File: config.mk
export PLATFORM = sky130hd
export DESIGN_NAME = fcsm_host
export DESIGN_NICKNAME = d
export VERILOG_FILES = /design/src/include/fcsm_pkg.sv /design/src/fcsm_host.sv
export SDC_FILE = /design/constraint.sdc
export NUM_CORES = 1
export LEC_CHECK = 0
export BUFFER_PORTS_ARGS = -buffer_cell sky130_fd_sc_hd__buf_2
export CORE_ASPECT_RATIO = 1.5
export CORE_UTILIZATION = 40
export DETAILED_ROUTE_END_ITERATION = 10
export MAX_ROUTING_LAYER = met4
export PLACE_DENSITY_LB_ADDON = 0.2
export SYNTH_ARGS = -nofsm -noshare
export SYNTH_HDL_FRONTEND = slang
export SYNTH_SLANG_ARGS = --single-unit
File: constraint.sdc
create_clock -name core_clk -period 4.05 [get_ports core_clk]
set_input_delay 0.2025 -clock core_clk [delete_from_list [all_inputs] [get_ports core_clk]]
set_output_delay 0.2025 -clock core_clk [all_outputs]
set_load 0.01 [all_outputs]
File: src/include/fcsm_pkg.sv
// Purpose: constants and carrier types for the flash command host controller
// Assumes: 250 MHz core clock, 8-bit flash data bus, 21-bit flash address
// Notes:   register offsets are byte addresses of aligned 32-bit words
//
// Summary of operation
// - write cycle only while chip select and write low, output enable high.
// - host must issue reset after timeout_flag high or in autoselect.
// - byte program is two unlocks, set-up, then address and data.
// - chip erase is unlock pair, set-up, unlock pair, chip erase command.
package fcsm_pkg;

  localparam int CLK_MHZ = 250;

  // =====================================================================
  // register map
  localparam logic [7:0] REG_CTRL   = 8'h00;
  localparam logic [7:0] REG_ADDR   = 8'h04;
  localparam logic [7:0] REG_WDATA  = 8'h08;
  localparam logic [7:0] REG_STATUS = 8'h0c;
  localparam logic [7:0] REG_RDATA  = 8'h10;

  localparam int ST_BUSY    = 0;
  localparam int ST_DONE    = 1;
  localparam int ST_REFUSED = 2;
  localparam int ST_READY   = 3;
  localparam int ST_ASEL    = 4;
  localparam int ST_TIMEOUT = 5;
  localparam int TIMEOUT_BIT = 5;

  // =====================================================================
  // command codes and addresses
  localparam logic [20:0] ADDR_UNLOCK1 = 21'h000555;
  localparam logic [20:0] ADDR_UNLOCK2 = 21'h0002aa;
  localparam logic [7:0]  CMD_UNLOCK1  = 8'haa;
  localparam logic [7:0]  CMD_UNLOCK2  = 8'h55;
  localparam logic [7:0]  CMD_ASEL     = 8'h90;
  localparam logic [7:0]  CMD_PROG     = 8'ha0;
  localparam logic [7:0]  CMD_ERASE    = 8'h80;
  localparam logic [7:0]  CMD_CHIP     = 8'h10;
  localparam logic [7:0]  CMD_RESET    = 8'hf0;

  // =====================================================================
  // timing
  localparam int T_WE_LOW_NS  = 40;
  localparam int T_WE_HIGH_NS = 20;
  localparam int T_SETUP_NS   = 8;
  localparam int T_ACC_NS     = 70;
  localparam int T_HWRST_NS   = 500;
  localparam int T_BUSY_NS    = 90;
  localparam int SYNC_LAT     = 2;
  localparam int WE_LOW_CYC   = (T_WE_LOW_NS * CLK_MHZ + 999) / 1000;
  localparam int WE_HIGH_CYC  = (T_WE_HIGH_NS * CLK_MHZ + 999) / 1000;
  localparam int SETUP_CYC    = (T_SETUP_NS * CLK_MHZ + 999) / 1000;
  localparam int ACC_CYC      = (T_ACC_NS * CLK_MHZ + 999) / 1000 + SYNC_LAT;
  localparam int HWRST_CYC    = (T_HWRST_NS * CLK_MHZ + 999) / 1000;
  localparam int BUSY_CYC     = (T_BUSY_NS * CLK_MHZ + 999) / 1000 + SYNC_LAT;

  typedef enum logic [2:0] {
    OP_READ, OP_RESET, OP_ASEL, OP_PROG, OP_CHIP_ERASE, OP_HW_RESET
  } fcsm_op_t;

  typedef enum {
    S_IDLE, S_SETUP, S_WLOW, S_WHIGH, S_RACC, S_BUSY, S_HWRST, S_HWREC
  } fcsm_state_t;

  // flash pins, all driven from flops
  typedef struct packed {
    logic        ce_n;
    logic        we_n;
    logic        oe_n;
    logic        rst_pin_n;
    logic [20:0] addr;
    logic [7:0]  dq_out;
    logic        dq_oe;
  } fcsm_pins_t;

  typedef struct packed {
    logic        pready;
    logic [31:0] prdata;
    logic        pslverr;
  } fcsm_apb_rsp_t;

endpackage

File: src/fcsm_host.sv
// Purpose: host controller that drives an asynchronous parallel flash bus
// Assumes: APB slave for software; flash strobes are plain pins
// Notes:   one operation at a time; a start while busy is refused
`timescale 1ns/100ps
module fcsm_host (
  // clock and reset
  input  wire logic                    core_clk,
  input  wire logic                    rst_n,
  // apb slave
  input  wire logic                    psel,
  input  wire logic                    penable,
  input  wire logic                    pwrite,
  input  wire logic [7:0]              paddr,
  input  wire logic [31:0]             pwdata,
  output fcsm_pkg::fcsm_apb_rsp_t      apb_rsp,
  // flash side
  output fcsm_pkg::fcsm_pins_t         pins,
  input  wire logic [7:0]              dq_in,
  input  wire logic                    ready_busy_n
);
  import fcsm_pkg::*;

  typedef struct packed {
    fcsm_state_t   st;
    fcsm_op_t      op;
    logic [2:0]    idx;
    logic [8:0]    cnt;
    logic [20:0]   addr;
    logic [7:0]    wdata;
    logic [7:0]    rdata;
    logic          busy;
    logic          done;
    logic          refused;
    logic          asel;
    logic          timeout;
    fcsm_pins_t    pins;
    fcsm_apb_rsp_t rsp;
  } fcsm_regs_t;

  fcsm_regs_t cur_reg;
  fcsm_regs_t cur_next;
  logic [1:0] rst_sync_reg;
  logic       rst_int_n;
  logic [7:0] dq_s1_reg;
  logic [7:0] dq_s2_reg;
  logic       rb_s1_reg;
  logic       rb_s2_reg;

  // =====================================================================
  // command table
  function automatic logic [2:0] seq_len(input fcsm_op_t op);
    case (op)
      OP_RESET:      seq_len = 3'd1;
      OP_ASEL:       seq_len = 3'd3;
      OP_PROG:       seq_len = 3'd4;
      OP_CHIP_ERASE: seq_len = 3'd6;
      default:       seq_len = 3'd0;
    endcase
  endfunction

  // returns {address, data} of write cycle idx
  function automatic logic [28:0] seq_cycle(input fcsm_op_t op, input logic [2:0] idx,
                                            input logic [20:0] a, input logic [7:0] d);
    seq_cycle = {ADDR_UNLOCK1, CMD_UNLOCK1};
    if (op == OP_RESET) begin
      seq_cycle = {a, CMD_RESET};
    end else begin
      case (idx)
        3'd1, 3'd4: seq_cycle = {ADDR_UNLOCK2, CMD_UNLOCK2};
        3'd2: begin
          case (op)
            OP_ASEL: seq_cycle = {ADDR_UNLOCK1, CMD_ASEL};
            OP_PROG: seq_cycle = {ADDR_UNLOCK1, CMD_PROG};
            default: seq_cycle = {ADDR_UNLOCK1, CMD_ERASE};
          endcase
        end
        3'd3: seq_cycle = (op == OP_PROG) ? {a, d} : {ADDR_UNLOCK1, CMD_UNLOCK1};
        3'd5: seq_cycle = {ADDR_UNLOCK1, CMD_CHIP};
        default: seq_cycle = {ADDR_UNLOCK1, CMD_UNLOCK1};
      endcase
    end
  endfunction

  // =====================================================================
  // reset release and pin synchronisers
  always_ff @(posedge core_clk or negedge rst_n) begin
    if (!rst_n) begin
      rst_sync_reg <= 2'b00;
    end else begin
      rst_sync_reg <= {rst_sync_reg[0], 1'b1};
    end
  end
  assign rst_int_n = rst_sync_reg[1];

  always_ff @(posedge core_clk or negedge rst_int_n) begin
    if (!rst_int_n) begin
      dq_s1_reg <= 8'h00;
      dq_s2_reg <= 8'h00;
      rb_s1_reg <= 1'b1;
      rb_s2_reg <= 1'b1;
    end else begin
      dq_s1_reg <= dq_in;
      dq_s2_reg <= dq_s1_reg;
      rb_s1_reg <= ready_busy_n;
      rb_s2_reg <= rb_s1_reg;
    end
  end

  // =====================================================================
  // next state
  always_comb begin
    logic        acc;
    logic        wr_go;
    logic        start;
    logic [28:0] cyc;
    logic [31:0] rd;
    cur_next = cur_reg;
    acc      = psel && penable && !cur_reg.rsp.pready;
    wr_go    = psel && penable && pwrite && cur_reg.rsp.pready;
    start    = 1'b0;
    rd       = 32'h0000_0000;
    cyc      = seq_cycle(cur_reg.op, cur_reg.idx, cur_reg.addr, cur_reg.wdata);

    // one wait state on every access; answer and data come from flops
    cur_next.rsp.pready  = acc;
    cur_next.rsp.pslverr = 1'b0;
    if (acc && !pwrite) begin
      case (paddr)
        REG_CTRL:   rd = {29'h0, cur_reg.op};
        REG_ADDR:   rd = {11'h000, cur_reg.addr};
        REG_WDATA:  rd = {24'h00_0000, cur_reg.wdata};
        REG_STATUS: rd = {26'h000_0000, cur_reg.timeout, cur_reg.asel, rb_s2_reg,
                          cur_reg.refused, cur_reg.done, cur_reg.busy};
        REG_RDATA:  rd = {24'h00_0000, cur_reg.rdata};
        default:    rd = 32'h0000_0000;
      endcase
      cur_next.rsp.prdata = rd;
    end
    if (wr_go) begin
      case (paddr)
        REG_CTRL: begin
          if (cur_reg.busy) begin
            cur_next.refused = 1'b1;
          end else begin
            cur_next.op = fcsm_op_t'(pwdata[2:0]);
            start       = 1'b1;
          end
        end
        REG_ADDR:  if (!cur_reg.busy) cur_next.addr = pwdata[20:0];
        REG_WDATA: if (!cur_reg.busy) cur_next.wdata = pwdata[7:0];
        REG_STATUS: begin
          if (pwdata[ST_DONE])    cur_next.done = 1'b0;
          if (pwdata[ST_REFUSED]) cur_next.refused = 1'b0;
          if (pwdata[ST_TIMEOUT]) cur_next.timeout = 1'b0;
        end
        default: ;
      endcase
    end

    if (cur_reg.cnt != 9'd0) begin
      cur_next.cnt = cur_reg.cnt - 9'd1;
    end

    case (cur_reg.st)
      S_IDLE: begin
        // idle bus: strobes high so no write state exists at power-up
        cur_next.pins.ce_n  = 1'b1;
        cur_next.pins.we_n  = 1'b1;
        cur_next.pins.oe_n  = 1'b1;
        cur_next.pins.dq_oe = 1'b0;
        if (start) begin
          cur_next.busy = 1'b1;
          cur_next.idx  = 3'd0;
          case (fcsm_op_t'(pwdata[2:0]))
            OP_READ: begin
              cur_next.pins.addr = cur_reg.addr;
              cur_next.pins.ce_n = 1'b0;
              cur_next.pins.oe_n = 1'b0;
              cur_next.cnt       = 9'(ACC_CYC);
              cur_next.st        = S_RACC;
            end
            OP_HW_RESET: begin
              cur_next.pins.rst_pin_n = 1'b0;
              cur_next.cnt            = 9'(HWRST_CYC);
              cur_next.st             = S_HWRST;
            end
            OP_RESET, OP_ASEL, OP_PROG, OP_CHIP_ERASE: begin
              cur_next.st = S_SETUP;
            end
            default: begin
              cur_next.busy    = 1'b0;
              cur_next.refused = 1'b1;
            end
          endcase
        end
      end
      S_SETUP: begin
        // address and data settle with output enable high, then strobes fall
        cur_next.pins.oe_n   = 1'b1;
        cur_next.pins.addr   = cyc[28:8];
        cur_next.pins.dq_out = cyc[7:0];
        cur_next.pins.dq_oe  = 1'b1;
        if (cur_reg.cnt == 9'd0 && cur_reg.pins.dq_oe) begin
          // both strobes fall together: address caught on that edge
          cur_next.pins.ce_n = 1'b0;
          cur_next.pins.we_n = 1'b0;
          cur_next.cnt       = 9'(WE_LOW_CYC);
          cur_next.st        = S_WLOW;
        end else if (!cur_reg.pins.dq_oe) begin
          cur_next.cnt = 9'(SETUP_CYC);
        end
      end
      S_WLOW: begin
        // low pulse far wider than any glitch the device rejects
        if (cur_reg.cnt == 9'd0) begin
          cur_next.pins.we_n = 1'b1;
          cur_next.pins.ce_n = 1'b1;
          cur_next.cnt       = 9'(WE_HIGH_CYC);
          cur_next.st        = S_WHIGH;
        end
      end
      S_WHIGH: begin
        // data held through the high time so the rising edge catches it
        if (cur_reg.cnt == 9'd0) begin
          cur_next.pins.dq_oe = 1'b0;
          if (cur_reg.idx == seq_len(cur_reg.op) - 3'd1) begin
            cur_next.asel = (cur_reg.op == OP_ASEL);
            if (cur_reg.op == OP_PROG || cur_reg.op == OP_CHIP_ERASE) begin
              cur_next.cnt = 9'(BUSY_CYC);
              cur_next.st  = S_BUSY;
            end else begin
              cur_next.busy = 1'b0;
              cur_next.done = 1'b1;
              cur_next.st   = S_IDLE;
            end
          end else begin
            cur_next.idx = cur_reg.idx + 3'd1;
            cur_next.st  = S_SETUP;
          end
        end
      end
      S_RACC: begin
        if (cur_reg.cnt == 9'd0) begin
          cur_next.rdata     = dq_s2_reg;
          cur_next.pins.ce_n = 1'b1;
          cur_next.pins.oe_n = 1'b1;
          cur_next.busy      = 1'b0;
          cur_next.done      = 1'b1;
          cur_next.st        = S_IDLE;
        end
      end
      S_BUSY: begin
        // commands would be ignored now, so none are sent until ready
        if (cur_reg.cnt == 9'd0 && cur_reg.pins.oe_n) begin
          // open a status read; dq is junk until the access time passes
          cur_next.pins.addr = cur_reg.addr;
          cur_next.pins.ce_n = 1'b0;
          cur_next.pins.oe_n = 1'b0;
          cur_next.cnt       = 9'(ACC_CYC);
        end else if (cur_reg.cnt == 9'd0 && rb_s2_reg) begin
          cur_next.cnt = 9'(ACC_CYC);
          cur_next.op  = OP_READ;
          cur_next.st  = S_RACC;
        end else if (cur_reg.cnt == 9'd0 && dq_s2_reg[TIMEOUT_BIT]) begin
          // sticky until software writes the ST_TIMEOUT bit of the status register
          cur_next.timeout = 1'b1;
        end
      end
      S_HWRST: begin
        if (cur_reg.cnt == 9'd0) begin
          cur_next.pins.rst_pin_n = 1'b1;
          cur_next.cnt            = 9'(HWRST_CYC);
          cur_next.st             = S_HWREC;
        end
      end
      S_HWREC: begin
        if (cur_reg.cnt == 9'd0) begin
          cur_next.asel = 1'b0;
          cur_next.busy = 1'b0;
          cur_next.done = 1'b1;
          cur_next.st   = S_IDLE;
        end
      end
      default: cur_next.st = S_IDLE;
    endcase
  end

  // =====================================================================
  // state register
  always_ff @(posedge core_clk or negedge rst_int_n) begin
    if (!rst_int_n) begin
      cur_reg                <= '0;
      cur_reg.st             <= S_IDLE;
      cur_reg.op             <= OP_READ;
      cur_reg.pins.ce_n      <= 1'b1;
      cur_reg.pins.we_n      <= 1'b1;
      cur_reg.pins.oe_n      <= 1'b1;
      cur_reg.pins.rst_pin_n <= 1'b1;
    end else begin
      cur_reg <= cur_next;
    end
  end

  assign apb_rsp = cur_reg.rsp;
  assign pins    = cur_reg.pins;

endmodule

==> reports/summary.txt, run 1 <==
=================================================================================
Synth Instances                                                               750
Clock latency of the later-clocked register in the worst-skew pair         420 ps
Violated checks                                                      design-rule violations
Ratio of routed vias to standard cells                                       5.43
Detailed-route via count                                                     5553
Drt first-iter violations                                                     391
Worst endpoint required time                                              4320 ps
IO Count                                                                      122
Number of setup buffers added after CTS                                         0
Count of input and output buffers                                              98
Total overflow reported by the global router                                    0
Total power after layout                                                  3.18 mW
Final-report hold violation count                                               0
Ys async rst share                                                           100%
Worst Skew                                                                11.3 ps
Max FFs per register                                                           60
Cell variety after synth                                                       72
Remaining design rule violation count                                          22
Synth warnings                                                                  0
Vias in the first global route                                               5623
Pleak                                                                     3.98 nW
Row Count                                                                      59
Post-cts sizing count                                                           0
Post-layout worst setup margin                                             787 ps
Filler Cells Inserted                                                        1676
Aggregate routed wire length                                             18100 um
Placer congestion estimate                                                  0.935
Peak supply drop                                                         0.258 mV
Worst-margin pin slew                                                     1030 ps
Minimum clock period                                                      3260 ps
Proportion of synthesized chip area in sequential cells                     47.5%
GRT Total Usage                                                             21.1%
Final routed wire length divided by cell count                            17.7 um
Floorplan die width                                                        111 um
Share of post-route cells with drive strength above 1                       24.4%
Power density over the cells                                           389 mW/mm2
Number of enable flip-flop cells after synthesis                                0
Seq cells post-synth                                                          136
Antenna violations before repair                                                0
TritonCTS buffer count                                                         17
Clock-pin transition on the worst setup and hold timing paths               60 ps
Number of hold-repair buffers added at the cts stage                           11
Placement Setup Slack                                                      874 ps
Maximum number of pins on one net before global-route repair                   80
Critical path type                                                   register to register
Post-detailed-placement half-perimeter wirelength                        13500 um
Number of antenna-violating nets in the routed design                           0
Die Area                                                               0.0185 mm2
Maximum fanout along the worst path                                            13
Number of levels in the clock H-tree                                            4
First-pass DRT Iterations                                                       8
Post-synthesis to final-layout area growth                                  13.9%
Upper clock frequency limit                                             0.306 GHz
Buffer cell driving the clock tree root                              sky130_fd_sc_hd__clkbuf_16
Number of nets at the end of the flow                                         858
Final Slew Violations                                                           0
Global-route wire length before repair                                   29300 um
Post-route fraction of the period consumed by the critical path             80.6%
Starting density of the core                                                41.1%
MaxCap Viol Count                                                               0
Maximum count of clock buffers along a single path                              2
Nature of the critical path endpoint                                     register
Worst min-delay path category                                        primary input to register
Height of the die                                                          166 um
Standard cell core area                                                0.0175 mm2
Predominant post-synthesis flop cell                                 sky130_fd_sc_hd__dfrtp_1
Unrepaired setup endpoints after global routing                             false
Run status                                                           finished, violations left
Mean instance size in the synthesized netlist                            9.58 um2
Critical Path Start Type                                                 register
Fin Setup TNS                                                                0 ps
TritonCTS sink count                                                          136
CTS tree                                                                      yes
Signal arrival time at the worst endpoint                                 3540 ps
Number of antenna cells inserted                                                0
Setup-failing EPs final                                                         0
Worst max-slew margin expressed relative to the limit                       31.5%
Summed instance area of the synthesized netlist                       0.00718 mm2
=================================================================================
[final cells by class]
cell class                 count  area, um2  area share, %
inverter                      12       45.0          0.551
timing repair buffer         122        711           8.69
clock inverter                11        198           2.42
sequential                   136       3410           41.7
clock buffer                  21        450           5.51
multi-input combinational    507       3090           37.8
tap                          213        267           3.26
[path summary, 6_finish.rpt]
check	start	to	slack (ps)	cells after the start
setup / recovery	cur_reg[123]	cur_reg[115]	790	9
hold / removal	pwdata[8]	cur_reg[97]	20	2
setup reg to reg	cur_reg[123]	cur_reg[115]	790	9
hold reg to reg	dq_s1_reg[2]	dq_s2_reg[2]	350	0
max in group asynchronous	rst_sync_reg[1]	pins[32]	2640	1
min in group asynchronous	rst_n	rst_sync_reg[1]	90	2
[cell usage in the layout (no fill, tap or decap), types with 5 or more instances in the layout]
| cell type | instances |
|---|---|
| sky130_fd_sc_hd__nand2_1 | 115 |
| sky130_fd_sc_hd__a21o_1 | 8 |
| sky130_fd_sc_hd__mux2_4 | 20 |
| sky130_fd_sc_hd__dlygate4sd3_1 | 11 |
| sky130_fd_sc_hd__clkbuf_16 | 17 |
| sky130_fd_sc_hd__nand2b_1 | 9 |
| sky130_fd_sc_hd__buf_2 | 98 |
| sky130_fd_sc_hd__a221oi_1 | 6 |
| sky130_fd_sc_hd__o21ai_0 | 37 |
| sky130_fd_sc_hd__a211oi_1 | 5 |
| sky130_fd_sc_hd__a21oi_1 | 46 |
| sky130_fd_sc_hd__o211ai_1 | 6 |
| sky130_fd_sc_hd__nor3_1 | 13 |
| sky130_fd_sc_hd__buf_4 | 12 |
| sky130_fd_sc_hd__nand3b_1 | 5 |
| sky130_fd_sc_hd__mux2i_1 | 6 |
| sky130_fd_sc_hd__nor2_1 | 51 |
| sky130_fd_sc_hd__nor2b_1 | 10 |
| sky130_fd_sc_hd__nand3_1 | 40 |
| sky130_fd_sc_hd__inv_1 | 11 |
| sky130_fd_sc_hd__dfstp_2 | 6 |
| sky130_fd_sc_hd__bufinv_16 | 5 |
| sky130_fd_sc_hd__mux2_2 | 19 |
| sky130_fd_sc_hd__ha_1 | 8 |
| sky130_fd_sc_hd__a22oi_1 | 5 |
| sky130_fd_sc_hd__dfrtp_1 | 129 |
| sky130_fd_sc_hd__conb_1 | 13 |
[cells by family after synthesis]
group                    share of synthesized area [%]
AO/OA/AOI/OAI                                     13.7
XOR/XNOR                                         0.854
adder cells (fa/ha/maj)                           1.39
buffers and inverters                             10.1
flip-flops                                        47.5
multiplexers                                      8.00
other                                            0.105
AND/OR/NAND/NOR                                   18.4
[where the power goes]
| group | leakage [nW] | internal, mW | switching (mW) |
|---|---|---|---|
| Sequential | 1.79 | 1.38 | 0.0226 |
| Clock | 0.311 | 1.11 | 0.580 |
| Combinational | 1.88 | 0.0378 | 0.0556 |
| Total | 3.98 | 2.52 | 0.658 |
[stage by stage]
stage	std cells	hold WS [ps]	area, um2	utilization (%)
final	1022	18.0	8180	46.7
after global routing	1022	9.34	8180	46.7
after CTS	1022	3.42	8180	46.7
after detailed placement	979	-9.97	7420	42.4
after global placement	979	-12.1	7420	42.4
after floorplan	761	-93.1	7230	-
[critical path: stages (launching register included)]
cell                       delay (ps)
sky130_fd_sc_hd__dfrtp_1          570
sky130_fd_sc_hd__xnor2_1          170
sky130_fd_sc_hd__or2_2            300
sky130_fd_sc_hd__ha_1             280
sky130_fd_sc_hd__xor2_1           190
sky130_fd_sc_hd__or4b_2           640
sky130_fd_sc_hd__a211oi_1         380
sky130_fd_sc_hd__nor2_1           160
sky130_fd_sc_hd__a211oi_1         340
sky130_fd_sc_hd__a21oi_1           80
[cells in the mapped netlist (all sizes together), types with 4 or more instances]
library cell  count  area, um2
dfrtp           130       3250
nand2           116        438
buf              81        586
nor2             51        191
a21oi            46        230
o21ai            41        205
nand3            40        200
mux2             39        514
clkbuf           25       93.8
nor3             14       70.1
inv              11       41.3
nor2b            10       62.6
nand2b            9       56.3
a21o              8       60.1
ha                8        100
a221oi            6       52.6
dfstp             6        158
mux2i             6       60.1
o211ai            6       45.0
a211oi            5       37.5
a22oi             5       37.5
nand3b            5       37.5
a31oi             4       25.0
and3              4       25.0
nor4              4       31.3
nor4b             4       50.1
o21a              4       30.0
or3               4       25.0
xnor2             4       35.0
[metal layers]
layer | track usage [%] | part of all wire [%] | routed length, um | up-vias
li1 | - | - | - | 2623
met1 | 22.4 | 38 | 6840 | 2703
met2 | 37.6 | 54 | 9860 | 187
met3 | 3.87 | 4.5 | 817 | 40
met4 | 9.75 | 3.2 | 585 | 0
met5 | - | 0 | 0 | -
Power figures use the tool's default switching activity.
==> run 2: changes to the inputs <==
==> constraint.sdc (replaced) <==
create_clock -name core_clk -period 2.69 [get_ports core_clk]
set_input_delay 0.1345 -clock core_clk [delete_from_list [all_inputs] [get_ports core_clk]]
set_output_delay 0.1345 -clock core_clk [all_outputs]
set_load 0.01 [all_outputs]
==> reports/summary.txt, run 2 (same netlist as run 1, synthesis figures left out) <==
=================================================================================
Fin Setup TNS                                                                0 ps
Worst flop-to-flop path startpoint                                   cur_reg[123]
Starting density of the core                                                41.1%
Peak supply drop                                                         0.506 mV
GRT Total Usage                                                             22.8%
TritonCTS buffer count                                                         17
Max FFs per register                                                           60
Number of antenna cells inserted                                                0
Internal reg-to-reg setup slack                                             20 ps
Most common cell after layout, fill and taps aside                   sky130_fd_sc_hd__dfrtp_1
Worst max-slew margin expressed relative to the limit                       36.7%
Violated checks                                                      design-rule violations
Worst r2r path cells                                                           11
Clock latency of the later-clocked register in the worst-skew pair         420 ps
Remaining design rule violation count                                          16
Clock-pin transition on the worst setup and hold timing paths               60 ps
Share of post-route cells with drive strength above 1                       28.0%
Maximum fanout along the worst path                                             3
Signal arrival time at the worst endpoint                                 3020 ps
Switching fraction of total power                                           23.1%
Maximum count of clock buffers along a single path                              2
Portion of total power attributed to combinational logic                     4.1%
Height of the die                                                          166 um
Final-report hold violation count                                               0
Dpl cell area                                                         0.00761 mm2
Standard cell core area                                                0.0175 mm2
Total overflow reported by the global router                                    0
Critical path type                                                   register to register
MaxCap Viol Count                                                               0
TritonCTS sink count                                                          136
Pleak                                                                     4.19 nW
Antenna violations before repair                                                0
Aggregate routed wire length                                             19700 um
Final instance area                                                   0.00861 mm2
Power share of the clock group                                              50.9%
Int Power                                                                 3.56 mW
Worst min-delay path category                                        primary input to asynchronous set/reset pin
Worst-margin pin slew                                                      949 ps
Finished Core Util                                                          49.2%
Finished Layout Cells                                                        1064
Number of nets at the end of the flow                                         900
Row Count                                                                      59
Final routed wire length divided by cell count                            18.5 um
Number of antenna-violating nets in the routed design                           0
Minimum clock period                                                      2670 ps
Post-synthesis to final-layout area growth                                  19.8%
CTS tree                                                                      yes
Filler Cells Inserted                                                        1701
Maximum number of pins on one net before global-route repair                  135
Upper clock frequency limit                                             0.375 GHz
Worst Skew                                                                11.3 ps
Drt first-iter violations                                                     385
First-pass DRT Iterations                                                       8
Nature of the critical path endpoint                                     register
Buffer cell driving the clock tree root                              sky130_fd_sc_hd__clkbuf_16
Fraction of power consumed by sequential logic                              45.0%
Floorplan die width                                                        111 um
Post-route fraction of the period consumed by the critical path             99.2%
Run status                                                           finished, violations left
Final Slew Violations                                                           0
IO Count                                                                      122
Total placed cells including tap cells                                       1001
NetSw                                                                     1.07 mW
Count of input and output buffers                                              98
Setup-failing EPs final                                                         0
Post-detailed-placement half-perimeter wirelength                        14500 um
Worst endpoint required time                                              3040 ps
Unrepaired setup endpoints after global routing                              true
Total power after layout                                                  4.63 mW
Commonest cells after routing, fill and taps aside                   sky130_fd_sc_hd__dfrtp_1 (129), sky130_fd_sc_hd__nand2_1 (114), sky130_fd_sc_hd__buf_2 (98)
Detailed-route via count                                                     5762
Critical Path Start Type                                                 register
Vias in the first global route                                               6021
Ratio of routed vias to standard cells                                       5.42
R2r endpoint                                                         cur_reg[113]
Number of levels in the clock H-tree                                            4
Power density over the cells                                           538 mW/mm2
Die Area                                                               0.0185 mm2
Placer congestion estimate                                                  0.880
Global-route wire length before repair                                   31500 um
=================================================================================
==> run 2: worst max-delay path, stage by stage, from the launching register on <==
cell	delay [ps]
sky130_fd_sc_hd__dfrtp_1	430
sky130_fd_sc_hd__buf_6	140
sky130_fd_sc_hd__xor2_1	140
sky130_fd_sc_hd__nand2b_1	120
sky130_fd_sc_hd__ha_4	300
sky130_fd_sc_hd__xor2_2	140
sky130_fd_sc_hd__or4b_4	520
sky130_fd_sc_hd__a211oi_4	330
sky130_fd_sc_hd__buf_4	170
sky130_fd_sc_hd__nand2_4	60
sky130_fd_sc_hd__o21a_1	140
sky130_fd_sc_hd__a2bb2oi_2	130
==> run 2: worst max-delay path by stage <==
stage / slack [ps] / startpoint / cells past startpoint / endpoint
3_5_place_dp: -170 / cur_reg[123] / 10 / cur_reg[113]
5_1_grt: -70 / cur_reg[123] / 11 / cur_reg[113]
6_report: 20 / cur_reg[123] / 11 / cur_reg[113]
3_3_place_gp: -90 / cur_reg[123] / 9 / cur_reg[116]
4_1_cts: -3 / cur_reg[123] / 10 / cur_reg[113]
2_1_floorplan: 6 / cur_reg[110] / 13 / cur_reg[110]
==> run 2: metrics by stage <==
stage	setup slack (ps)	hold WS, ps
floorplan	5.67	-161
global placement	-90.2	-80.7
detailed placement	-166	-76.9
CTS	-3.05	8.11
global route	-73.2	24.4
finish	20.5	23.2
==> run 2: power groups by stage <==
stage	combinational, mW	clock, mW	sequential, mW
final	0.191	2.36	2.08
after global routing	0.214	2.50	2.08
after CTS	0.192	2.40	2.08
after detailed placement	0.159	0	2.12
after global placement	0.156	0	2.12
after floorplan	0.0781	0	2.14
==> run 2: repair_timing <==
action / 4_1_cts / 5_1_grt
setup endpoints to repair: 8 / 17
pin swaps: 2 / 4
gates cloned: 0 / 0
hold buffers: 29 / 0
endpoints found under the hold margin: 33 / 0
setup buffers: 0 / 2
resized for setup: 4 / 13
==> run 2: final cells by class <==
type	instances	area (um2)	share of cell area, %
clock inverter	14	160	1.86
sequential	136	3410	39.7
clock buffer	18	439	5.10
multi-input combinational	507	3210	37.3
inverter	12	45.0	0.523
timing repair buffer	164	1070	12.5
tap	213	267	3.10
==> run 2: routing by layer <==
| metal | wire (um) | track usage [%] |
|---|---|---|
| met5 | 0 | - |
| met4 | 724 | 11.9 |
| met3 | 975 | 4.34 |
| met2 | 10500 | 39.9 |
| met1 | 7490 | 24.4 |
